`src/inc/dpmc_consts.svh`:
```
/*
 * timing and layout constants of the page-mode dram controller.
 * assumes a 40 MHz controller clock and a 64K x 1 multiplexed-address part.
 */
`ifndef DPMC_CONSTS_SVH
`define DPMC_CONSTS_SVH

// ************************************************************
// clock and derived cycle counts
// ************************************************************
`define DPMC_CLK_NS 25
// least times round up to whole cycles
`define DPMC_CEIL_CYC(ns) ((((ns) + `DPMC_CLK_NS - 1) / `DPMC_CLK_NS))

// ************************************************************
// power-up, idle and refresh times
// ************************************************************
`define DPMC_T_INIT_US 100
`define DPMC_INIT_RAS_CYCLES 8
`define DPMC_T_IDLE_US 2000
`define DPMC_T_REF_US 2000
`define DPMC_ROWS 256

// ************************************************************
// strobe timing in ns
// ************************************************************
`define DPMC_T_RCD_NS 30
`define DPMC_T_CAS_NS 75
`define DPMC_T_CP_NS 60
`define DPMC_T_RP_NS 100
`define DPMC_T_RAS_NS 150
`define DPMC_T_WP_NS 45

// ************************************************************
// address split and reset values
// ************************************************************
`define DPMC_ROW_MSB 15
`define DPMC_ROW_LSB 8
`define DPMC_COL_MSB 7
`define DPMC_COL_LSB 0
`define DPMC_ADDR_RST 8'h00

`endif

```
`src/inc/dpmc_pkg.sv`:
```
/*
 * types shared by the page-mode dram controller.
 * assumes nothing beyond a systemverilog compiler.
 */
package dpmc_pkg;

  // column access kinds
  typedef enum logic [1:0] {
    DPMC_OP_READ  = 2'b00,
    DPMC_OP_WRITE = 2'b01,
    DPMC_OP_RMW   = 2'b10
  } dpmc_op_t;

  // one request from the user side
  typedef struct packed {
    dpmc_op_t op;
    logic [15:0] addr;
    logic wdata;
  } dpmc_req_t;

  // pins driven toward the memory; the three strobes are active low
  typedef struct packed {
    logic ras_n;
    logic cas_n;
    logic we_n;
    logic [7:0] addr;
    logic d;
  } dpmc_pins_t;

  typedef enum logic [3:0] {
    DPMC_S_PWRUP   = 4'b0000,
    DPMC_S_INIT_LO = 4'b0001,
    DPMC_S_INIT_HI = 4'b0010,
    DPMC_S_IDLE    = 4'b0011,
    DPMC_S_ROW     = 4'b0100,
    DPMC_S_COL     = 4'b0101,
    DPMC_S_RMW_WR  = 4'b0110,
    DPMC_S_CAS_UP  = 4'b0111,
    DPMC_S_REF     = 4'b1000,
    DPMC_S_CLOSE   = 4'b1001
  } dpmc_state_t;

endpackage

```
`src/verilog/dpmc_ctrl.sv`:
```
/*
 * host-side controller for a 64K x 1 page-mode dram: power-up pause and
 * wake-up cycles, row-only refresh, read/write/read-modify-write in page mode.
 * assumes the memory pins are wired straight to the struct output and the
 * user holds a request stable until done.
 */
`timescale 1ns/1ps
`default_nettype none
`include "dpmc_consts.svh"

module dpmc_ctrl #(
  parameter int unsigned INIT_CYC = (`DPMC_T_INIT_US * 1000 + `DPMC_CLK_NS - 1) / `DPMC_CLK_NS,
  parameter int unsigned IDLE_CYC = (`DPMC_T_IDLE_US * 1000) / `DPMC_CLK_NS,
  parameter int unsigned REF_CYC = (`DPMC_T_REF_US * 1000) / (`DPMC_ROWS * `DPMC_CLK_NS)
) (
  input wire logic clk,
  input wire logic rst_n,
  input wire logic refresh_en,
  input wire logic req_valid,
  input wire dpmc_pkg::dpmc_req_t req,
  input wire logic dram_q,
  output dpmc_pkg::dpmc_pins_t dram_o,
  output logic done,
  output logic rdata,
  output logic init_done
);

  localparam logic [3:0] RCD_W = 4'(`DPMC_CEIL_CYC(`DPMC_T_RCD_NS) - 1);
  localparam logic [3:0] CAS_W = 4'(`DPMC_CEIL_CYC(`DPMC_T_CAS_NS) - 1);
  localparam logic [3:0] CP_W = 4'(`DPMC_CEIL_CYC(`DPMC_T_CP_NS) - 1);
  localparam logic [3:0] RP_W = 4'(`DPMC_CEIL_CYC(`DPMC_T_RP_NS) - 1);
  localparam logic [3:0] RAS_W = 4'(`DPMC_CEIL_CYC(`DPMC_T_RAS_NS) - 1);
  localparam logic [3:0] WP_W = 4'(`DPMC_CEIL_CYC(`DPMC_T_WP_NS) - 1);
  localparam logic [3:0] INIT_N = 4'(`DPMC_INIT_RAS_CYCLES);

  dpmc_pkg::dpmc_state_t state_q, state_d;
  dpmc_pkg::dpmc_pins_t pins_d;
  dpmc_pkg::dpmc_op_t op_q, op_d;
  logic [3:0] wait_q, wait_d;
  logic [3:0] init_cnt_q, init_cnt_d;
  logic [7:0] row_q, row_d;
  logic [7:0] ref_row_q;
  logic done_d, rdata_d, init_done_d;
  logic ref_pend_q, need_init_q;
  logic ref_take, init_take;
  logic pause_end, ref_tick, idle_tick;
  logic tmr_zero, page_hit;

  // ************************************************************
  // interval timers
  // ************************************************************
  // power-up pause, counted only while still in power-up
  dpmc_interval #(.PERIOD(INIT_CYC)) u_pause (
    .clk(clk),
    .rst_n(rst_n),
    .clr(state_q != dpmc_pkg::DPMC_S_PWRUP),
    .pulse(pause_end)
  );

  // one refresh slot per row spread over the retention period
  dpmc_interval #(.PERIOD(REF_CYC)) u_refresh (
    .clk(clk),
    .rst_n(rst_n),
    .clr(!init_done || !refresh_en),
    .pulse(ref_tick)
  );

  // any low row strobe restarts the idle watchdog
  dpmc_interval #(.PERIOD(IDLE_CYC)) u_idle (
    .clk(clk),
    .rst_n(rst_n),
    .clr(!dram_o.ras_n || state_q == dpmc_pkg::DPMC_S_PWRUP),
    .pulse(idle_tick)
  );

  assign tmr_zero = (wait_q == 4'h0);
  assign page_hit = req_valid && (req.addr[`DPMC_ROW_MSB:`DPMC_ROW_LSB] == row_q)
                    && !ref_pend_q && !need_init_q;

  // ************************************************************
  // sequencer
  // ************************************************************
  always_comb begin
    state_d = state_q;
    wait_d = tmr_zero ? wait_q : wait_q - 4'h1;
    init_cnt_d = init_cnt_q;
    pins_d = dram_o;
    op_d = op_q;
    row_d = row_q;
    done_d = 1'b0;
    rdata_d = rdata;
    init_done_d = init_done;
    ref_take = 1'b0;
    init_take = 1'b0;
    case (state_q)
      dpmc_pkg::DPMC_S_PWRUP: begin
        pins_d.ras_n = 1'b1;
        pins_d.cas_n = 1'b1;
        if (pause_end) begin
          state_d = dpmc_pkg::DPMC_S_INIT_LO;
          pins_d.ras_n = 1'b0;
          wait_d = RAS_W;
          init_cnt_d = 4'h0;
        end
      end
      dpmc_pkg::DPMC_S_INIT_LO: begin
        if (tmr_zero) begin
          pins_d.ras_n = 1'b1;
          init_cnt_d = init_cnt_q + 4'h1;
          wait_d = RP_W;
          state_d = dpmc_pkg::DPMC_S_INIT_HI;
        end
      end
      dpmc_pkg::DPMC_S_INIT_HI: begin
        if (tmr_zero) begin
          if (init_cnt_q == INIT_N) begin
            init_done_d = 1'b1;
            state_d = dpmc_pkg::DPMC_S_IDLE;
          end else begin
            pins_d.ras_n = 1'b0;
            wait_d = RAS_W;
            state_d = dpmc_pkg::DPMC_S_INIT_LO;
          end
        end
      end
      dpmc_pkg::DPMC_S_IDLE: begin
        if (need_init_q) begin
          // wake-up runs again after a long quiet spell
          init_take = 1'b1;
          init_done_d = 1'b0;
          init_cnt_d = 4'h0;
          pins_d.ras_n = 1'b0;
          wait_d = RAS_W;
          state_d = dpmc_pkg::DPMC_S_INIT_LO;
        end else if (ref_pend_q) begin
          ref_take = 1'b1;
          pins_d.addr = ref_row_q;
          pins_d.ras_n = 1'b0;
          wait_d = RAS_W;
          state_d = dpmc_pkg::DPMC_S_REF;
        end else if (req_valid) begin
          row_d = req.addr[`DPMC_ROW_MSB:`DPMC_ROW_LSB];
          pins_d.addr = req.addr[`DPMC_ROW_MSB:`DPMC_ROW_LSB];
          pins_d.ras_n = 1'b0;
          wait_d = RCD_W;
          state_d = dpmc_pkg::DPMC_S_ROW;
        end
      end
      dpmc_pkg::DPMC_S_ROW, dpmc_pkg::DPMC_S_CAS_UP: begin
        if (tmr_zero) begin
          if (state_q == dpmc_pkg::DPMC_S_ROW || page_hit) begin
            // new column under the held row
            op_d = req.op;
            pins_d.addr = req.addr[`DPMC_COL_MSB:`DPMC_COL_LSB];
            pins_d.cas_n = 1'b0;
            pins_d.we_n = (req.op != dpmc_pkg::DPMC_OP_WRITE);
            pins_d.d = req.wdata;
            wait_d = CAS_W;
            state_d = dpmc_pkg::DPMC_S_COL;
          end else begin
            pins_d.ras_n = 1'b1;
            wait_d = RP_W;
            state_d = dpmc_pkg::DPMC_S_CLOSE;
          end
        end
      end
      dpmc_pkg::DPMC_S_COL: begin
        if (tmr_zero) begin
          // output is valid only while the column strobe is low
          if (op_q != dpmc_pkg::DPMC_OP_WRITE) begin
            rdata_d = dram_q;
          end
          if (op_q == dpmc_pkg::DPMC_OP_RMW) begin
            pins_d.we_n = 1'b0;
            wait_d = WP_W;
            state_d = dpmc_pkg::DPMC_S_RMW_WR;
          end else begin
            pins_d.cas_n = 1'b1;
            pins_d.we_n = 1'b1;
            done_d = 1'b1;
            wait_d = CP_W;
            state_d = dpmc_pkg::DPMC_S_CAS_UP;
          end
        end
      end
      dpmc_pkg::DPMC_S_RMW_WR: begin
        if (tmr_zero) begin
          pins_d.cas_n = 1'b1;
          pins_d.we_n = 1'b1;
          done_d = 1'b1;
          wait_d = CP_W;
          state_d = dpmc_pkg::DPMC_S_CAS_UP;
        end
      end
      dpmc_pkg::DPMC_S_REF: begin
        if (tmr_zero) begin
          pins_d.ras_n = 1'b1;
          wait_d = RP_W;
          state_d = dpmc_pkg::DPMC_S_CLOSE;
        end
      end
      dpmc_pkg::DPMC_S_CLOSE: begin
        if (tmr_zero) begin
          state_d = dpmc_pkg::DPMC_S_IDLE;
        end
      end
      default: begin
        state_d = dpmc_pkg::DPMC_S_PWRUP;
      end
    endcase
  end

  // ************************************************************
  // state registers
  // ************************************************************
  always_ff @(posedge clk or negedge rst_n) begin
    if (!rst_n) begin
      state_q <= dpmc_pkg::DPMC_S_PWRUP;
      wait_q <= 4'h0;
      init_cnt_q <= 4'h0;
      op_q <= dpmc_pkg::DPMC_OP_READ;
      row_q <= `DPMC_ADDR_RST;
    end else begin
      state_q <= state_d;
      wait_q <= wait_d;
      init_cnt_q <= init_cnt_d;
      op_q <= op_d;
      row_q <= row_d;
    end
  end

  // pins and user outputs, all straight from flops; strobes idle high
  always_ff @(posedge clk or negedge rst_n) begin
    if (!rst_n) begin
      dram_o <= '{ras_n: 1'b1, cas_n: 1'b1, we_n: 1'b1, addr: `DPMC_ADDR_RST, d: 1'b0};
      done <= 1'b0;
      rdata <= 1'b0;
      init_done <= 1'b0;
    end else begin
      dram_o <= pins_d;
      done <= done_d;
      rdata <= rdata_d;
      init_done <= init_done_d;
    end
  end

  // ************************************************************
  // refresh and wake-up flags
  // ************************************************************
  // set wins over take so a tick in the take cycle is kept
  always_ff @(posedge clk or negedge rst_n) begin
    if (!rst_n) begin
      ref_pend_q <= 1'b0;
      need_init_q <= 1'b0;
      ref_row_q <= `DPMC_ADDR_RST;
    end else begin
      ref_pend_q <= ref_tick || (ref_pend_q && !ref_take);
      need_init_q <= (idle_tick && init_done) || (need_init_q && !init_take);
      if (ref_take) begin
        ref_row_q <= ref_row_q + 8'h01;
      end
    end
  end

  // ************************************************************
  // checks
  // ************************************************************
  logic [3:0] hlp_rise_q;

  // counts row strobe cycles of the last wake-up sequence; holds once init_done is high
  always_ff @(posedge clk or negedge rst_n) begin
    if (!rst_n) begin
      hlp_rise_q <= 4'h0;
    end else if (init_take || state_q == dpmc_pkg::DPMC_S_PWRUP) begin
      hlp_rise_q <= 4'h0;
    end else if (!init_done && !dram_o.ras_n && pins_d.ras_n && hlp_rise_q != 4'hf) begin
      hlp_rise_q <= hlp_rise_q + 4'h1;
    end
  end

  AST_PWRUP_STROBES_HIGH: assert property (@(posedge clk) disable iff (!rst_n)
    state_q == dpmc_pkg::DPMC_S_PWRUP |-> dram_o.ras_n && dram_o.cas_n)
    else $error("strobe low during power-up pause");
  AST_WAKE_EIGHT: assert property (@(posedge clk) disable iff (!rst_n)
    $rose(init_done) |-> hlp_rise_q == 4'h8)
    else $error("ready without eight wake-up cycles");
  AST_NO_COL_BEFORE_INIT: assert property (@(posedge clk) disable iff (!rst_n)
    $fell(dram_o.cas_n) |-> init_done)
    else $error("column access before wake-up done");
  AST_ROW_BEFORE_COL: assert property (@(posedge clk) disable iff (!rst_n)
    $fell(dram_o.cas_n) |-> !dram_o.ras_n && $past(dram_o.ras_n, 2) == 1'b0)
    else $error("column strobe without row strobe setup");
  AST_PAGE_ROW_HELD: assert property (@(posedge clk) disable iff (!rst_n)
    $rose(dram_o.cas_n) && page_hit ##1 page_hit [*2]
      |-> ##1 !dram_o.ras_n && !dram_o.cas_n)
    else $error("page hit did not strobe a new column under held row");
  AST_ROW_ADDR: assert property (@(posedge clk) disable iff (!rst_n)
    $fell(dram_o.ras_n) && $past(state_q) == dpmc_pkg::DPMC_S_IDLE && !$past(ref_pend_q)
      && !$past(need_init_q) |-> dram_o.addr == $past(req.addr[`DPMC_ROW_MSB:`DPMC_ROW_LSB]))
    else $error("row address not presented with row strobe");
  AST_REF_CAS_HIGH: assert property (@(posedge clk) disable iff (!rst_n)
    state_q == dpmc_pkg::DPMC_S_REF |-> dram_o.cas_n && !dram_o.ras_n)
    else $error("refresh with column strobe low");
  AST_REF_SERVED: assert property (@(posedge clk) disable iff (!rst_n)
    $rose(ref_pend_q) |-> ##[1:64] state_q == dpmc_pkg::DPMC_S_REF)
    else $error("pending refresh not served in time");
  AST_IDLE_REWAKE: assert property (@(posedge clk) disable iff (!rst_n)
    $rose(need_init_q) |-> ##[1:64] state_q == dpmc_pkg::DPMC_S_INIT_LO && !init_done)
    else $error("wake-up not repeated after idle spell");
  AST_PRECHARGE: assert property (@(posedge clk) disable iff (!rst_n)
    $rose(dram_o.ras_n) |-> dram_o.ras_n [*4])
    else $error("row precharge too short");
  AST_RMW_ORDER: assert property (@(posedge clk) disable iff (!rst_n)
    $fell(dram_o.we_n) && op_q == dpmc_pkg::DPMC_OP_RMW |-> !dram_o.cas_n && $past(!dram_o.cas_n, 3))
    else $error("read-modify-write strobe out of order");

endmodule // dpmc_ctrl

`default_nettype wire

```
`src/verilog/dpmc_interval.sv`:
```
/*
 * free-running interval counter that pulses once per period.
 * assumes a synchronous clear from the owner; one clock domain.
 */
`timescale 1ns/1ps
`default_nettype none

module dpmc_interval #(
  parameter int unsigned PERIOD = 312
) (
  input wire logic clk,
  input wire logic rst_n,
  input wire logic clr,
  output logic pulse
);

  localparam int unsigned W = $clog2(PERIOD + 1);

  logic [W-1:0] cnt_q;

  // ************************************************************
  // counter and pulse
  // ************************************************************
  // clear restarts the full period, so a pulse never follows a clear early
  always_ff @(posedge clk or negedge rst_n) begin
    if (!rst_n) begin
      cnt_q <= '0;
      pulse <= 1'b0;
    end else if (clr) begin
      cnt_q <= '0;
      pulse <= 1'b0;
    end else if (cnt_q == W'(PERIOD - 1)) begin
      cnt_q <= '0;
      pulse <= 1'b1;
    end else begin
      cnt_q <= cnt_q + W'(1);
      pulse <= 1'b0;
    end
  end

endmodule // dpmc_interval

`default_nettype wire
```
`config.mk`:
```
export PLATFORM = sky130hd
export DESIGN_NAME = dpmc_ctrl
export DESIGN_NICKNAME = d
export VERILOG_FILES = /design/src/inc/dpmc_pkg.sv /design/src/verilog/dpmc_ctrl.sv /design/src/verilog/dpmc_interval.sv
export VERILOG_INCLUDE_DIRS = /design/src /design/src/inc
export SDC_FILE = /design/constraint.sdc
export NUM_CORES = 1
export LEC_CHECK = 0
export BUFFER_PORTS_ARGS = -buffer_cell sky130_fd_sc_hd__buf_2
export CORE_ASPECT_RATIO = 0.75
export CORE_MARGIN = 3
export CORE_UTILIZATION = 38
export DETAILED_ROUTE_END_ITERATION = 10
export GPL_ROUTABILITY_DRIVEN = 0
export SLEW_MARGIN = 20
export SYNTH_ARGS = -nofsm -noshare
export SYNTH_HDL_FRONTEND = slang
export SYNTH_SLANG_ARGS = --single-unit
```
`constraint.sdc`:
```
create_clock -name clk -period 2.6 [get_ports clk]
set_input_delay 0.52 -clock clk [delete_from_list [all_inputs] [get_ports clk]]
set_output_delay 0.52 -clock clk [all_outputs]
set_load 0.02 [all_outputs]
```
# --- Yosys cells after proc, flatten, opt, wreduce, memory -nomap -nowiden ---
# Cells that the tools add are included.
op_classes:
  n_eq_ne: 35
  n_mux: 78
  n_addsub: 6
  reduce_logical: 39
  bitwise: 2
op_table:
  columns: ["cell", "count"]
  rows:
  - ["4-bit two-way mux", 26]
  - ["12-bit two-way mux", 3]
  - ["4-bit one-hot mux with 9 select lines", 1]
  - ["17-bit two-way mux", 2]
  - ["1-bit two-way mux", 28]
  - ["2-bit != test, second input constant", 14]
  - ["4-bit one-hot mux with 7 select lines", 1]
  - ["8-bit two-way mux", 3]
  - ["9-bit two-way mux", 2]
  - ["17-bit by 1-bit adder with 17-bit output, second input constant", 1]
  - ["17-bit equality test, second input constant", 1]
  - ["4-bit by 3-bit equality test with 1-bit output, second input constant", 4]
  - ["8-bit one-hot mux with 2 select lines", 1]
  - ["12-bit by 1-bit adder with 12-bit output, second input constant", 1]
  - ["12-bit equality test, second input constant", 1]
  - ["4-bit equality test, second input constant", 3]
  - ["4-bit one-hot mux with 3 select lines", 1]
  - ["4-bit AND reduction", 3]
  - ["11-bit two-way mux", 1]
  - ["5-bit AND reduction", 2]
  - ["9-bit by 1-bit adder with 9-bit output, second input constant", 1]
  - ["9-bit equality test, second input constant", 1]
  - ["9-bit AND reduction", 1]
  - ["8-bit by 1-bit adder with 8-bit output, second input constant", 1]
  - ["other kinds (27)", 57]
totals:
  register_bits: 88
  elab_cells: 182
  in_bits: 24
  output_inout_bits: 15

# --- Longest topological paths before layout ---
logic_depth:
  ltp_word: 8
  depth_mapped: 11
  depth_no_buf: 10

# --- Hierarchy ---
# A second synthesis with hierarchy kept.
unflattened:
  hier_cells: 509
  hier_area_um2: 5022.3
by_module_without_submodules:
  columns: ["module", "instances", "seq_area_each_um2", "cells_per_inst", "area_per_inst_um2"]
  rows:
  - ["dpmc_ctrl", 1, 1179.9, 315, 2989.1]
  - ["dpmc_interval at u_idle", 1, 450.4, 87, 910.9]
  - ["dpmc_interval at u_pause", 1, 325.3, 60, 638.1]
  - ["dpmc_interval at u_refresh", 1, 250.2, 47, 484.2]

# --- Worst setup path before layout ---
# Ideal clock, no wire load.
synth_timing:
  kind: "register -> register"
  start: "reg wait_q[0]"
  end: "reg wait_q[0]"
  path_slack_ps: 159
  n_path_buf: 1
  synth_period_minus_slack_ps: 2441
  path_stages_with_launch: 11
  t_arrival_ps: 2308
  required_ps: 2467
  setup_ps: 133
  cell_sequence: "dfrtp_1 > inv_1 > ha_1 > nor3b_4 > inv_4 > clkbuf_1 > ha_1 > a311oi_1 > o21a_1 > o41ai_1 > a21oi_1"
synth_via:
  elab_chain_cells: 6
  word_cells_on_any_way: 14
  classes_between: "1 x add/sub; 12 x mux; 1 x reduce/logical"
synth_lines:
  columns: ["element", "line_no", "text"]
  rows:
  - ["start: declaration", "dpmc_ctrl.sv:39", "logic [3:0] wait_q, wait_d;"]
  - ["start signal: assignment", "dpmc_ctrl.sv:225", "wait_q <= wait_d;"]
  - ["4-bit by 1-bit subtractor with 4-bit output or 4-bit zero test (tied branches)", "dpmc_ctrl.sv:85, dpmc_ctrl.sv:76", null]
  - ["4-bit two-way mux", "dpmc_ctrl.sv:85", "wait_d = tmr_zero ? wait_q : wait_q - 4'h1;"]
  - ["4-bit two-way mux", "dpmc_ctrl.sv:141", "end else if (req_valid) begin"]
  - ["4-bit two-way mux", "dpmc_ctrl.sv:135", "end else if (ref_pend_q) begin"]
  - ["4-bit two-way mux", "dpmc_ctrl.sv:127", "if (need_init_q) begin"]
  - ["4-bit one-hot mux with 7 select lines (*)", "dpmc_ctrl.sv:95", "case (state_q)"]
  - ["net wait_d[0]", "dpmc_ctrl.sv:39", null]
# The timed path passes the listed nets; every way through them passes the cells marked *.
# A chain may end at the register's enable or synchronous reset.

# --- Final worst setup path ---
# Same ends and word-level chain as after synthesis.

==> run summary <==
Outcome: completed
Die footprint: 14070 sq um
Core area: 12000 sq um
Number of port buffers: 38
Hold_ws: 0.1227 ns
Synth top area share: 44.18%
Final hold violation count: 0
Mean Syn Cell Area: 9.591 sq um
Critical-path cell list: inv_1 -> ha_1 -> nor3b_4 -> inv_4 -> ha_1 -> a311oi_1 -> o21a_1 -> o41ai_1 -> a21oi_1
Power per Cell Area: 515.3 nW/um^2
Clk_skew: 0.008343 ns
R2R depth: 9
Slowest cell delay on critical path: 0.41 ns
Syn Inst Count: 502
Layout cells sized above 1: 19.10%
First-pass GRT wire length: 19120 microns
CP bufs+invs: 2
Slew @ Worst Pin: 0.6607 ns
Fin Setup TNS: 0 ns
Crit path kind: flop to flop
First-pass detailed-route iteration total: 5
Most Frequent Cell on Critical Path: ha_1
Routed wl met2: 5111 microns
Initial antenna violation count: 0
Root buffer cell: clkbuf_16
Final period util: 92.50%
Fmax: 0.4158 GHz
WL/cell: 15.75 microns
#FFs+latches synth: 88
Met1 Wirelength: 5417 microns
Fill count: 1152
ANT cells: 0
Slowest stage cell on the critical path: dfrtp_1
Final number of setup-violating endpoints: 0
CTS Buf Count: 9
Die W: 136.0 microns
Final HPWL from detailed placement: 8245 microns
Met3 routed WL: 670 microns
Number of max-cap violations: 0
Row count: 34
Highest routed metal layer: met4
GRT Util Overall: 17.23%
Seq/Total Area, Yosys: 45.82%
Worst min-delay path class: input port to asynchronous set/reset pin
Leakage: 0.002520 uW
Synth area leaders: dfrtp_1 (44%), mux2_2 (5.6%), nor2_1 (4.9%), xor2_1 (4.4%), nand2_1 (4.1%)
Async S/R FF share, synth: 100.0%
Yosys warnings: 0
Largest net degree at the start of global routing: 58
CP endpoint kind: flop
Area delta synth->final: 16.14%
Slew HR: 55.49%
Critical Path RT: 2.81 ns
Cell family with the largest share of critical-path delay: compound AO/OA/AOI/OAI gates
Max Root-Sink Buffers: 2
Starting density of the core: 40.13%
Fin crit period: 2.405 ns
VDD IR-drop max: 0.0002705 V
Vias per cell: 5.386
Final ANT Viol Nets: 0
Post-synth EDFFs: 0
Layout Nets: 583
Drt total wl: 11300 microns
Grt ovf: 0
DRC Markers: 0
Clock Sinks: 88
Clock-pin transition on the worst setup and hold timing paths: 0.06 ns
CTS resizes: 0
Max-slew violations: 0
Vias in the first global route: 3798
Vias: 3862
Starting DRT DRC Count: 237
CTS tree: done
Post CTS Setup Buffer Count: 0
Die H: 103.5 microns
Largest area contributor in the netlist: dfrtp_1
Syn_nets: 535
Post-synth top flop: dfrtp_1
Critical Path AT: 2.62 ns
Worst-Skew Late Latency: 0.35 ns
Syn Std Cell Area: 4815 sq um
CTS Hold Bufs: 0
Setup crit start kind: flop
Ports: 39
Reg2Reg Setup Slack: 0.20 ns
Post-synth cell types: 61
Worst r2r src: wait_q[0]
Worst r2r dst: wait_q[0]
Htree depth: 3
RSZ-0062 raised after global routing: no
CP Max Fanout: 17
## state kept, by name, summed over array words and instances, names as in the netlist, 2 cells and up
signal and cells:
u_refresh.cnt_q 9, dram_o 12, u_idle.cnt_q 17, init_cnt_q 4, u_pause.cnt_q 12, state_q 4, ref_row_q 8, row_q 8
wait_q 4, op_q 2
## metrics by stage
step / instances / total power, uW / util, % / area, sq um / worst slack, ns
2_1_floorplan: 502 / 1421 / - / 4815 / 0.1586
5_1_grt: 717 / 2978 / 46.61 / 5592 / 0.1044
4_1_cts: 717 / 2917 / 46.61 / 5592 / 0.2323
3_5_place_dp: 701 / 1487 / 43.89 / 5265 / 0.1364
6_report: 717 / 2882 / 46.61 / 5592 / 0.1950
3_3_place_gp: 701 / 1484 / 43.89 / 5265 / 0.2228
## worst reg2reg max path: cells and delay by family, from the launching register on
kind / cells / cell delay, ns
AO/OA/AOI/OAI: 4 / 0.73
adder cells (fa/ha/maj): 2 / 0.62
buffers and inverters: 2 / 0.26
flip-flops: 1 / 0.41
AND/OR/NAND/NOR: 1 / 0.26
## area by class of cell
class                   instances  area, sq um  area share (%)
multi-input cells             382         2476           44.28
repair buffers                 53        317.8           5.684
inverters                      16        62.56           1.119
well taps                     162        202.7           3.625
flip-flops and latches         88         2206           39.45
clock buffers                   9        225.2           4.028
clock inverters                 7        101.3           1.812
## power by group
part           internal (uW)  switching (uW)  total (uW)
Sequential              1370           0.288        1370
Combinational           31.7            56.7        88.4
Clock                    854             570        1420
## how the worst max path moves through the flow
stage / end / slack (ns) / start / cells after the start
6_report: wait_q[0] / 0.20 / wait_q[0] / 9
5_1_grt: wait_q[0] / 0.10 / wait_q[0] / 9
4_1_cts: dram_o[8] / 0.23 / wait_q[0] / 8
3_5_place_dp: dram_o[8] / 0.14 / req[14] / 6
3_3_place_gp: dram_o[4] / 0.22 / req[14] / 6
2_1_floorplan: wait_q[0] / 0.16 / wait_q[0] / 10
## Yosys cell counts (all sizes together) (11+ instances only)
master / number
dfrtp: 85
nor2: 64
nand2: 52
mux2: 32
o21ai: 30
nand3: 27
xor2: 24
xnor2: 21
a21oi: 17
inv: 15
nand4: 14
nor3: 13
clkbuf: 11
## cell families (layout without fill, tap and decap cells)
logic type,after synthesis,in the layout,synth area share (%)
flip-flops,88,88,45.82
AO/OA/AOI/OAI,84,84,11.12
AND/OR/NAND/NOR,212,212,22.30
multiplexers,32,32,7.484
buffers and inverters,32,85,2.755
adder cells (fa/ha/maj),9,9,2.339
XOR/XNOR,45,45,8.186
## cell usage in the layout, fill, tap and decap left out, drive strengths merged, types with 13 or more instances in the layout
cell / count
inv: 18
nor3: 13
xor2: 24
buf: 53
a21oi: 17
nand3: 27
xnor2: 21
o21ai: 30
dfrtp: 85
nor2: 64
mux2: 32
nand4: 14
nand2: 52
## routing by layer
| layer | vias to the layer above | GRT usage, % |
|---|---|---|
| met2 | 101 | 27.41 |
| li1 | 1868 | - |
| met3 | 10 | 4.691 |
| met1 | 1883 | 24.04 |
| met4 | 0 | 3.331 |
| met5 | - | 0 |
Note: power is estimated with default switching activity, not from simulation.
